[config.mk]
export PLATFORM = sky130hd
export DESIGN_NAME = obl_loader
export DESIGN_NICKNAME = d
export VERILOG_FILES = /design/src/design/obl_pkg.sv /design/src/design/obl_loader.sv
export SDC_FILE = /design/constraint.sdc
export NUM_CORES = 1
export LEC_CHECK = 0
export BUFFER_PORTS_ARGS = -buffer_cell sky130_fd_sc_hd__buf_2
export CAP_MARGIN = 5
export CORE_MARGIN = 2
export CORE_UTILIZATION = 37
export DETAILED_ROUTE_END_ITERATION = 10
export PLACE_DENSITY_LB_ADDON = 0.3
export SETUP_SLACK_MARGIN = 0.3
export SLEW_MARGIN = 0
export SYNTH_ARGS = -nofsm -noshare
export SYNTH_HDL_FRONTEND = slang
export SYNTH_SLANG_ARGS = --single-unit
[constraint.sdc]
create_clock -name i_clk -period 1.3 [get_ports i_clk]
set_clock_uncertainty 0.1 [all_clocks]
set_input_delay 0.13 -clock i_clk [delete_from_list [all_inputs] [get_ports i_clk]]
set_output_delay 0.13 -clock i_clk [all_outputs]
set_load 0.01 [all_outputs]
[src/design/obl_pkg.sv]
/*
 Package for the option byte configuration loader: option byte addresses,
 field positions, erased values and the loader state type.
 Assumes a byte-wide flash read port whose data is valid one cycle or more
 after the address is presented, flagged by a valid strobe.
*/
// Contract
// - Configuration lives in flash bytes 0000H and 0001H
// - Byte 0 bits [5:4] select oscillator mode
// - Erased oscillator field reads 11, high-power crystal
// - Brown-out bit 0: off in stop if asked
// - Brown-out bit 1: detector always on, stop included
// - Read-protect 0 blocks code, limits debugger commands
// - Read-protect 1 allows code access, all debugger commands
// - Write-protect 0 blocks user program/erase, debugger mass-erase ok
// - Write-protect 1 permits program and erase everywhere
// - Crystal-off bit only gates crystal, not clock choice
// - Crystal-off 0: crystal runs, longer reset; 1: shorter
// - Enabled watchdog cannot be disabled by software
// - Reset never alters stored option byte contents
// - Every reset reloads option bytes into holding registers
// - Hold processor in reset until options loaded
// - New option byte values act only after reset
// - Holding registers not reachable by software
package obl_pkg;
   // ----------------------------------------
   // Addresses and widths
   // ----------------------------------------
   localparam int ADDR_W = 16;
   localparam logic [15:0] OPT0_ADDR = 16'h0000; // First option byte
   localparam logic [15:0] OPT1_ADDR = 16'h0001; // Second option byte
   // ----------------------------------------
   // Field positions, byte 0
   // ----------------------------------------
   localparam int B0_WDOG_ON = 6; // Watchdog always-on option
   localparam int B0_OSC_HI = 5;
   localparam int B0_OSC_LO = 4;
   localparam int B0_BO_AO = 3;
   localparam int B0_RDP = 2;
   localparam int B0_WRP = 0;
   // ----------------------------------------
   // Field positions, byte 1
   // ----------------------------------------
   localparam int B1_XTAL_OFF = 4;
   // ----------------------------------------
   // Values held before load (erased flash)
   // ----------------------------------------
   localparam logic [7:0] OPT0_RESET = 8'hFF;
   localparam logic [7:0] OPT1_RESET = 8'hFF;
   // ----------------------------------------
   // Oscillator mode codes
   // ----------------------------------------
   localparam logic [1:0] OSC_RC = 2'h0;
   localparam logic [1:0] OSC_LOW = 2'h1;
   localparam logic [1:0] OSC_MED = 2'h2;
   localparam logic [1:0] OSC_HIGH = 2'h3;
   // Loader states
   typedef enum logic [2:0] {ST_REQ0, ST_WAIT0, ST_REQ1, ST_WAIT1, ST_DONE} obl_state_t;
endpackage

[src/design/obl_loader.sv]
/*
 Option byte configuration loader: on each reset reads the two option bytes
 from flash, latches them into hidden holding registers and decodes them
 into control levels for oscillator, brown-out, protection, crystal and
 watchdog. Assumes i_rstn is asserted by system reset, power-on reset and
 stop-mode recovery alike, and that flash answers with i_fl_valid.
*/
// Chosen here: the address map and the address-and-strobe port.
`timescale 1ns/1ps
module obl_loader
(
   input wire logic i_clk, // 200 MHz system clock
   input wire logic i_rstn, // Any reset, active low
   output logic o_fl_rd, // Flash read request
   output logic [obl_pkg::ADDR_W-1:0] o_fl_addr, // Flash read address
   input wire logic [7:0] i_fl_data, // Flash read data
   input wire logic i_fl_valid, // Flash data valid
   input wire logic i_stop_mode, // Core in stop mode
   input wire logic i_pwr_bo_off, // Power control asks brown-out off
   input wire logic i_dbg_mode, // Access comes from debugger
   input wire logic i_prog_req, // Program or page erase request
   input wire logic i_mass_req, // Mass erase request
   input wire logic i_wdt_sw_en, // Software enables watchdog
   output logic o_load_done, // Options loaded
   output logic o_cpu_rst_n, // CPU reset release, active low
   output logic [1:0] o_oscillator_mode_select, // Oscillator mode
   output logic o_brownout_en, // Brown-out detector enable
   output logic o_code_read_ok, // User code readable
   output logic o_dbg_full, // All debugger commands allowed
   output logic o_prog_grant, // Program/page erase allowed
   output logic o_mass_grant, // Mass erase allowed
   output logic o_xtal_en, // Crystal oscillator enable
   output logic o_long_reset, // Extended reset timing
   output logic o_wdt_en // Watchdog running
);
   import obl_pkg::*;

   // ----------------------------------------
   // State
   // ----------------------------------------
   // Holding registers are internal only; no bus reaches them
   typedef struct packed
   {
      obl_state_t st; // Loader state
      logic [7:0] opt0; // Hidden copy of byte 0000H
      logic [7:0] opt1; // Hidden copy of byte 0001H
      logic wdt; // Watchdog enabled latch
   } obl_s_t;

   obl_s_t r;
   obl_s_t next_r; // Next state

   // ----------------------------------------
   // Load sequence
   // ----------------------------------------
   // Holding copy is only ever written from flash, never back to it
   always_comb
   begin
      next_r = r;
      case (r.st)
         ST_REQ0: next_r.st = ST_WAIT0;
         ST_WAIT0:
         begin
            // Capture only on valid data
            if (i_fl_valid)
            begin
               next_r.opt0 = i_fl_data;
               next_r.st = ST_REQ1;
            end
         end
         ST_REQ1: next_r.st = ST_WAIT1;
         ST_WAIT1:
         begin
            if (i_fl_valid)
            begin
               next_r.opt1 = i_fl_data;
               next_r.st = ST_DONE;
               // Always-on option starts the watchdog as the load ends
               next_r.wdt = r.wdt | r.opt0[B0_WDOG_ON];
            end
         end
         default:
         begin
            // Running: watchdog only ever turns on, reset turns it off
            if (i_wdt_sw_en)
            begin
               next_r.wdt = 1'h1;
            end
         end
      endcase
   end

   // Reset returns to fresh load; copy reloads so later flash edits apply here
   always_ff @(posedge i_clk or negedge i_rstn)
   begin
      if (!i_rstn)
      begin
         r <= '{st: ST_REQ0, opt0: OPT0_RESET, opt1: OPT1_RESET, wdt: 1'h0};
      end
      else
      begin
         r <= next_r;
      end
   end

   // ----------------------------------------
   // Flash port and reset release
   // ----------------------------------------
   always_comb
   begin
      // Read-only port: the loader never writes the option bytes back
      o_fl_rd = (r.st == ST_REQ0) || (r.st == ST_REQ1);
      o_fl_addr = (r.st == ST_REQ1 || r.st == ST_WAIT1) ? OPT1_ADDR : OPT0_ADDR;
   end

   assign o_load_done = (r.st == ST_DONE);
   assign o_cpu_rst_n = (r.st == ST_DONE);

   // ----------------------------------------
   // Decoded controls
   // ----------------------------------------
   // Until each byte is captured its option fields show erased values; code read, grants and watchdog stay off until loaded
   always_comb
   begin
      o_oscillator_mode_select = r.opt0[B0_OSC_HI:B0_OSC_LO];
      // Always-on bit overrides the stop request
      o_brownout_en = r.opt0[B0_BO_AO] | ~(i_stop_mode & i_pwr_bo_off);
      o_code_read_ok = r.opt0[B0_RDP] & o_load_done;
      o_dbg_full = r.opt0[B0_RDP];
      o_prog_grant = i_prog_req & o_load_done & r.opt0[B0_WRP];
      o_mass_grant = i_mass_req & o_load_done & (r.opt0[B0_WRP] | i_dbg_mode);
      // Enables crystal only; clock source choice stays with software
      o_xtal_en = ~r.opt1[B1_XTAL_OFF];
      o_long_reset = ~r.opt1[B1_XTAL_OFF];
      o_wdt_en = r.wdt;
   end
endmodule

* Word-level counts from Yosys, hierarchy flattened
Cells that the tools add are included.
Storage, ports and cells: register bits 17, input bits 17, output and inout port bits 29
Operators by class: equal/unequal tests 6, multiplexer cells 7, bitwise gates (word level) 12, reduce and logical (&&, ||, !) cells 10
Operator list (number):
- one-hot mux 3 bit (4 select lines) | 1
- 2-to-1 mux 11 bit | 1
- bitwise AND 1 bit | 6
- equality test 3 x 2 -> 1 bit (second input constant) | 2
- AND reduction 3 bit | 2
- inequality test 2 bit (second input constant) | 2
- AND reduction 2 bit | 2
- nonzero test 4 bit | 1
- equality test 3 x 1 -> 1 bit (second input constant) | 1
- equality test 3 bit (second input constant) | 1
- zero test 3 bit | 1
- 2-to-1 mux 1 bit | 3
- 2-to-1 mux 3 bit | 1
- NOT 1 bit | 3
- bitwise OR 1 bit | 3
- OR reduction 3 bit | 1
- logical OR 1 bit | 2
- one-hot mux 1 bit (2 select lines) | 1
- nonzero test 2 bit | 1

* Depth between registers and ports, before layout
Gate-level depths: netlist of the first run.
depth in word-level cells 4, mapped depth 4, depth with buffers taken out 2

* Least setup slack after synthesis of the first run
No wires, ideal clock.
kind reg-to-reg, from register r[19] (netlist bit), to register r (netlist bit o_dbg_full), library setup time 82 ps, data arrival time 1208 ps, data required time 1118 ps, slack -91 ps, stages on the path, launching flop included 5, period minus slack after synthesis 1391 ps, path through dfrtp_1 -> buf_6 -> nor4bb_4 -> buf_6 -> mux2_4
Between the ends: cells in the longest elaborated chain, start to end 2
Ends and longest elaborated chain:
- from (decl) | RTL line obl_loader.sv:50 | obl_s_t r;
- from (signal assigned) | RTL line obl_loader.sv:98 | r <= '{st: ST_REQ0, opt0: OPT0_RESET, opt1: OPT1_RESET, wdt: 1'h0};
- from (signal assigned) | RTL line obl_loader.sv:102 | r <= next_r;
- equality test 3 x 1 -> 1 bit | RTL line obl_loader.sv:60 | case (r.st)
- AND reduction 2 bit (no line)
Every way passes these cells. A chain may end at the register's enable or synchronous reset.

* Worst setup path after layout of the first run
from register r[18] (netlist bit), to output o_mass_grant
Between the ends: cells in the longest elaborated chain, start to end 3
Ends and longest elaborated chain:
- equality test 3 bit | RTL line obl_loader.sv:116 | assign o_load_done = (r.st == ST_DONE);
- bitwise AND 1 bit (2 in a row) | RTL line obl_loader.sv:131 | o_mass_grant = i_mass_req & o_load_done & (r.opt0[B0_WRP] | i_dbg_mode);
- to (decl) | RTL line obl_loader.sv:31 | output logic o_mass_grant,
Every way passes these cells.

==> results.cfg, run 1 <==
[place]
gp_congestion = 0.635
hpwl_um = 898
placedCellCount = 108
io_buffers = 28

[setup_path]
ff2ff_setup_slack_ns = -0.17
cp_data_arrival_time_ns = 1.29
crit_fanout = 4
worst_ep_required_time_ns = 1.07
crit_type = flop to primary output
critPathLaunchType = flop
r2r_end = o_oscillator_mode_select[0]$_DFFE_PN1P_
r2r_cells = 4
end_kind = primary output
r2r-start = r[18]$_DFFE_PN0P_

[grt]
grt.total_usage = 0.119
grt_max_degree = 12
busiest_layer = met2
grt_pass1_vias = 454
met1_usage = 0.136
grtUsageMet2 = 0.200
overflow = 0
grt_util_met3 = 0.0226
antenna_found_initial = 0
grt_first_pass_wirelength_um = 1800

[clock_tree]
numCtsBuffers = 3
h-tree-depth = 1
clock_path_buffers = 2
clk_latency_ns = 0.26
clkTransAtPathRegs_ns = 0.07
root_buffer = clkbuf_4
cts_tree = yes
cts_num_sinks = 11

[timing]
setup_viol = 15
finalMaxSlewViolations = 0
hold_viol_final = 0
min_period_ns = 1.52
finalCritPeriodShare = 1.17
rsz0062_at_grt = true
final.setup.tns_ns = -2.31
fmax_mhz = 657
timing.final.ws_setup_ns = -0.223

[worst_hold_path]
holdPathEnd = r[5]$_DFFE_PN1P_
hold_path_class = primary input to flop
hp-start = i_fl_data[4]
whs_path_depth = 2

[synth]
ys_seq_area_frac = 0.403
syn_inst = 59
syn_area_per_cell_um2 = 11.9
syn_area_um2 = 704
yosys_warnings = 0
ys_seq_elements = 11
synth_cell_type_count = 24

[final_layout]
final_cells = 127
fin_util = 0.592
nets = 120
drive_gt1_frac = 0.637
n_antenna_cell = 0
area_delta_synth_final_pct = 48.3

[power_and_ir_drop]
power.leakage_uw = 0.000527
peakVddDrop_uv = 847
power_density_mw_per_mm2 = 1640
total_power_uw = 1710

[run_status]
violations = negative setup slack
status = finished with violations

[detailed_routing]
wl_um = 1300
ant_nets = 0
viasPerCell = 4.18
first_pass_iters = 4
drcViolationCount = 0
wl_per_cell_um = 10.2
vias = 531
drt-initial-drc-count = 8

[floorplan]
core_area_mm2 = 0.00176
die_h_um = 47.6
start_util = 0.399
die_w_um = 47.6
io_pins = 46
rows = 15
die_area_mm2 = 0.00227

[run]
maxCapViolCount = 0
[cell families after synthesis]
family | share of synthesized area
buffers and inverters | 0.252
DFF | 0.403
and+or+nand+nor | 0.131
muxes | 0.144
AOI/OAI and AO/OA | 0.0515
xor gates and xnor gates | 0.0124
other | 0.00532
[critical path, stage by stage, from the launching register on]
cell	delay, ns
dfrtp_2	0.41
buf_6	0.12
nor3b_4	0.20
o211a_1	0.17
buf_2	0.12
[power by group]
group	total, uW	switching, uW	internal (uW)	leakage, uW
Sequential	669	107	562	0.000112
Combinational	814	302	512	0.000401
Clock	231	112	119	0.0000150
Total	1710	521	1190	0.000527
[state kept, by name, indices dropped and copies added (netlist names)]
signal                    flops
o_oscillator_mode_select      2
o_dbg_full                    1
o_wdt_en                      1
r                             7
[area by class of cell]
| type | instances | area (um^2) |
|---|---|---|
| inverter | 2 | 7.51 |
| tap | 25 | 31.3 |
| sequential | 11 | 285 |
| timing repair buffer | 47 | 377 |
| fill | 168 | 719 |
| clock buffer | 4 | 26.3 |
| multi-input combinational | 38 | 318 |
[placed cells by master, fill, tap and decap left out, drive strengths merged]
cell type / Yosys / final
nor3b: 1 / 1
nand4: 1 / 1
xnor2: 1 / 1
and2: 1 / 1
nor4bb: 1 / 1
a21oi: 1 / 1
nand4b: 1 / 1
nand3b: 2 / 2
mux2: 7 / 7
a31o: 1 / 1
dfrtp: 4 / 4
clkbuf: 1 / 4
a21boi: 1 / 1
and3: 1 / 1
o211a: 1 / 1
inv: 2 / 2
o21ai: 1 / 1
and2b: 1 / 1
dlygate4sd3: 0 / 7
dfstp: 7 / 7
conb: 1 / 15
nor2: 1 / 1
buf: 21 / 40
[synth_stat cells (all sizes together)]
cell | number | area (um^2)
conb | 1 | 3.75
and3 | 1 | 6.26
nand4 | 1 | 6.26
mux2 | 7 | 101
buf | 21 | 165
a21boi | 1 | 7.51
nor4bb | 1 | 25.0
clkbuf | 1 | 5.00
nand3b | 2 | 15.0
o21ai | 1 | 5.00
dfrtp | 4 | 100
and2b | 1 | 8.76
inv | 2 | 7.51
nor3b | 1 | 12.5
dfstp | 7 | 184
and2 | 1 | 6.26
nand4b | 1 | 8.76
o211a | 1 | 10.0
nor2 | 1 | 3.75
a21oi | 1 | 5.00
a31o | 1 | 8.76
xnor2 | 1 | 8.76
[layer usage]
metal | up-vias | share of wire
li1 | 250 | -
met1 | 251 | 0.37
met2 | 26 | 0.55
met3 | 4 | 0.058
met4 | 0 | 0.017
met5 | - | 0
[worst max-delay path by stage]
stage	from	to	slack, ns	cells after the start
after floorplan	r[19]$_DFFE_PN0P_	o_dbg_full$_DFFE_PN1P_	-0.07	4
after global placement	r[18]$_DFFE_PN0P_	r[12]$_DFFE_PN1P_	-0.07	3
after detailed placement	r[18]$_DFFE_PN0P_	o_oscillator_mode_select[0]$_DFFE_PN1P_	-0.09	3
after CTS	r[18]$_DFFE_PN0P_	o_mass_grant	-0.24	4
after global routing	r[18]$_DFFE_PN0P_	o_mass_grant	-0.28	4
final	r[18]$_DFFE_PN0P_	o_mass_grant	-0.22	4
[metrics by stage]
stage | setup WS, ns | hold slack, ns | instance area [um^2]
detailed placement | -0.0865 | -0.0900 | 790
global route | -0.277 | 0.0168 | 1040
finish | -0.223 | 0.0198 | 1040
floorplan | -0.0730 | -0.266 | 761
CTS | -0.236 | 0.00127 | 1020
global placement | -0.0673 | -0.0910 | 790
[what timing repair did]
| action | 4_1_cts | 5_1_grt |
|---|---|---|
| buffers inserted | 7 | 1 |
| hold endpoints to repair | 16 | 1 |
| gates resized for setup | 21 | 1 |
| hold buffers | 6 | 1 |
| setup endpoints to repair | 25 | 25 |
| pin swaps | 6 | 2 |
(Power assumes the default switching activity.)
==> run 2, diff against run 1 <==
--- a/config.mk
+++ b/config.mk
@@ -10,7 +10,7 @@
 export CORE_MARGIN = 2
 export CORE_UTILIZATION = 37
 export DETAILED_ROUTE_END_ITERATION = 10
-export PLACE_DENSITY_LB_ADDON = 0.3
+export PLACE_DENSITY = 0.75
 export SETUP_SLACK_MARGIN = 0.3
 export SLEW_MARGIN = 0
 export SYNTH_ARGS = -nofsm -noshare
==> results.cfg, run 2 (synthesis gave the netlist of run 1 again) <==
[run_status]
status = finished with violations
violations = negative setup slack

[power_and_ir_drop]
power_density_mw_per_mm2 = 1710
peakVddDrop_uv = 797
power.leakage_uw = 0.000558

[floorplan]
io_pins = 46
rows = 15
die_w_um = 47.6
die_area_mm2 = 0.00227
die_h_um = 47.6
core_area_mm2 = 0.00176
start_util = 0.399

[final_layout]
fillerInstances = 149
final_cell_mix = 21 x buf_2, 15 x conb_1, 15 x buf_6
final_common_cell = buf_2
area_delta_synth_final_pct = 55.4
ff_latch_area_um2 = 285
fin_util = 0.621
drive_gt1_frac = 0.657
regMostFlops = r
largest_reg_flops = 7
n_antenna_cell = 0
nets = 126
multi_input_area_um2 = 325

[timing]
finalMaxSlewViolations = 0
finalCritPeriodShare = 1.18
hold_viol_final = 0
min_period_ns = 1.54
fmax_mhz = 650
setup_viol = 15
rsz0062_at_grt = true
timing.final.ws_setup_ns = -0.240
whs_ns = 0.0113

[setup_path]
r2r_cells = 4
cp_top_family = flip-flops
cp_data_arrival_time_ns = 1.31
crit_path_cell_trace = buf_6, nor3b_4, o211a_1, buf_2
slowest_stage = dfrtp_2
cp.depth = 4
end_kind = primary output
critPathLaunchType = flop
ff2ff_setup_slack_ns = -0.20
worst-path-buf-inv = 2
worst_ep_required_time_ns = 1.07
crit_path_max_incr_delay_ns = 0.41
crit_fanout = 5
crit_type = flop to primary output

[clock_tree]
clk_latency_ns = 0.26
cts_tree = yes
clock_path_buffers = 2
root_buffer = clkbuf_4
cts_num_sinks = 11
clkTransAtPathRegs_ns = 0.07
h-tree-depth = 1
numCtsBuffers = 3

[detailed_routing]
ant_nets = 0
wl_per_cell_um = 11.7
viasPerCell = 4.20
drcViolationCount = 0
vias = 559
drt-initial-drc-count = 5
first_pass_iters = 4
wl_um = 1550

[grt]
grt.total_usage = 0.134
overflow = 0
antenna_found_initial = 0
grt_first_pass_wirelength_um = 2060
grt_pass1_vias = 503
grt_max_degree = 12

[place]
io_buffers = 28
gp_congestion = 0.690
hpwl_um = 934

[worst_hold_path]
hold_path_class = primary input to flop
whs_path_depth = 2

[run]
maxCapViolCount = 0
-- run 2: timing repair --
action | CTS | global route
cloned | 0 | 0
hold buffers | 7 | 0
hold endpoints to repair | 17 | 0
pin swaps | 6 | 6
buffers inserted | 8 | 5
setup endpoints to repair | 25 | 25
resized for setup | 16 | 8
-- run 2: layout make-up --
class,count,area share
clock buffer,4,0.0240
inverter,2,0.00686
multi-input combinational,38,0.297
timing repair buffer,53,0.383
tap,25,0.0286
sequential,11,0.261
-- run 2: through the flow --
stage | worst slack (ns) | TNS, ns | total power (uW) | instance area [um^2] | std cells
floorplan | -0.0730 | -0.459 | 1120 | 761 | 73
global placement | -0.0637 | -0.452 | 1210 | 797 | 109
detailed placement | -0.107 | -0.834 | 1230 | 797 | 109
CTS | -0.272 | -2.49 | 1780 | 1020 | 128
global route | -0.333 | -3.39 | 1970 | 1090 | 133
finish | -0.240 | -2.39 | 1870 | 1090 | 133
-- run 2: where the power goes --
part / internal, uW / switching [uW] / leakage (uW) / total [uW]
registers: 562 / 108 / 0.000112 / 670
logic: 614 / 351 / 0.000431 / 965
clock network: 119 / 114 / 0.0000150 / 233
total: 1290 / 573 / 0.000558 / 1870
-- run 2: worst paths after layout --
path                                         from              endpoint
worst min register to register  r[15]$_DFFE_PN1P_  o_wdt_en$_DFFE_PN0P_
worst max-delay path            r[18]$_DFFE_PN0P_          o_mass_grant
worst max register to register  r[19]$_DFFE_PN0P_     r[12]$_DFFE_PN1P_
min in group asynchronous                  i_rstn  o_wdt_en$_DFFE_PN0P_
max in group asynchronous                  i_rstn     r[12]$_DFFE_PN1P_
worst min-delay path                 i_fl_data[4]      r[5]$_DFFE_PN1P_
-- run 2: metal layers --
layer / vias up / track usage / routed length [um]
li1: 259 / - / -
met1: 263 / 0.164 / 576
met2: 33 / 0.211 / 831
met3: 4 / 0.0264 / 93
met4: 0 / 0.0973 / 49
met5: - / 0 / 0
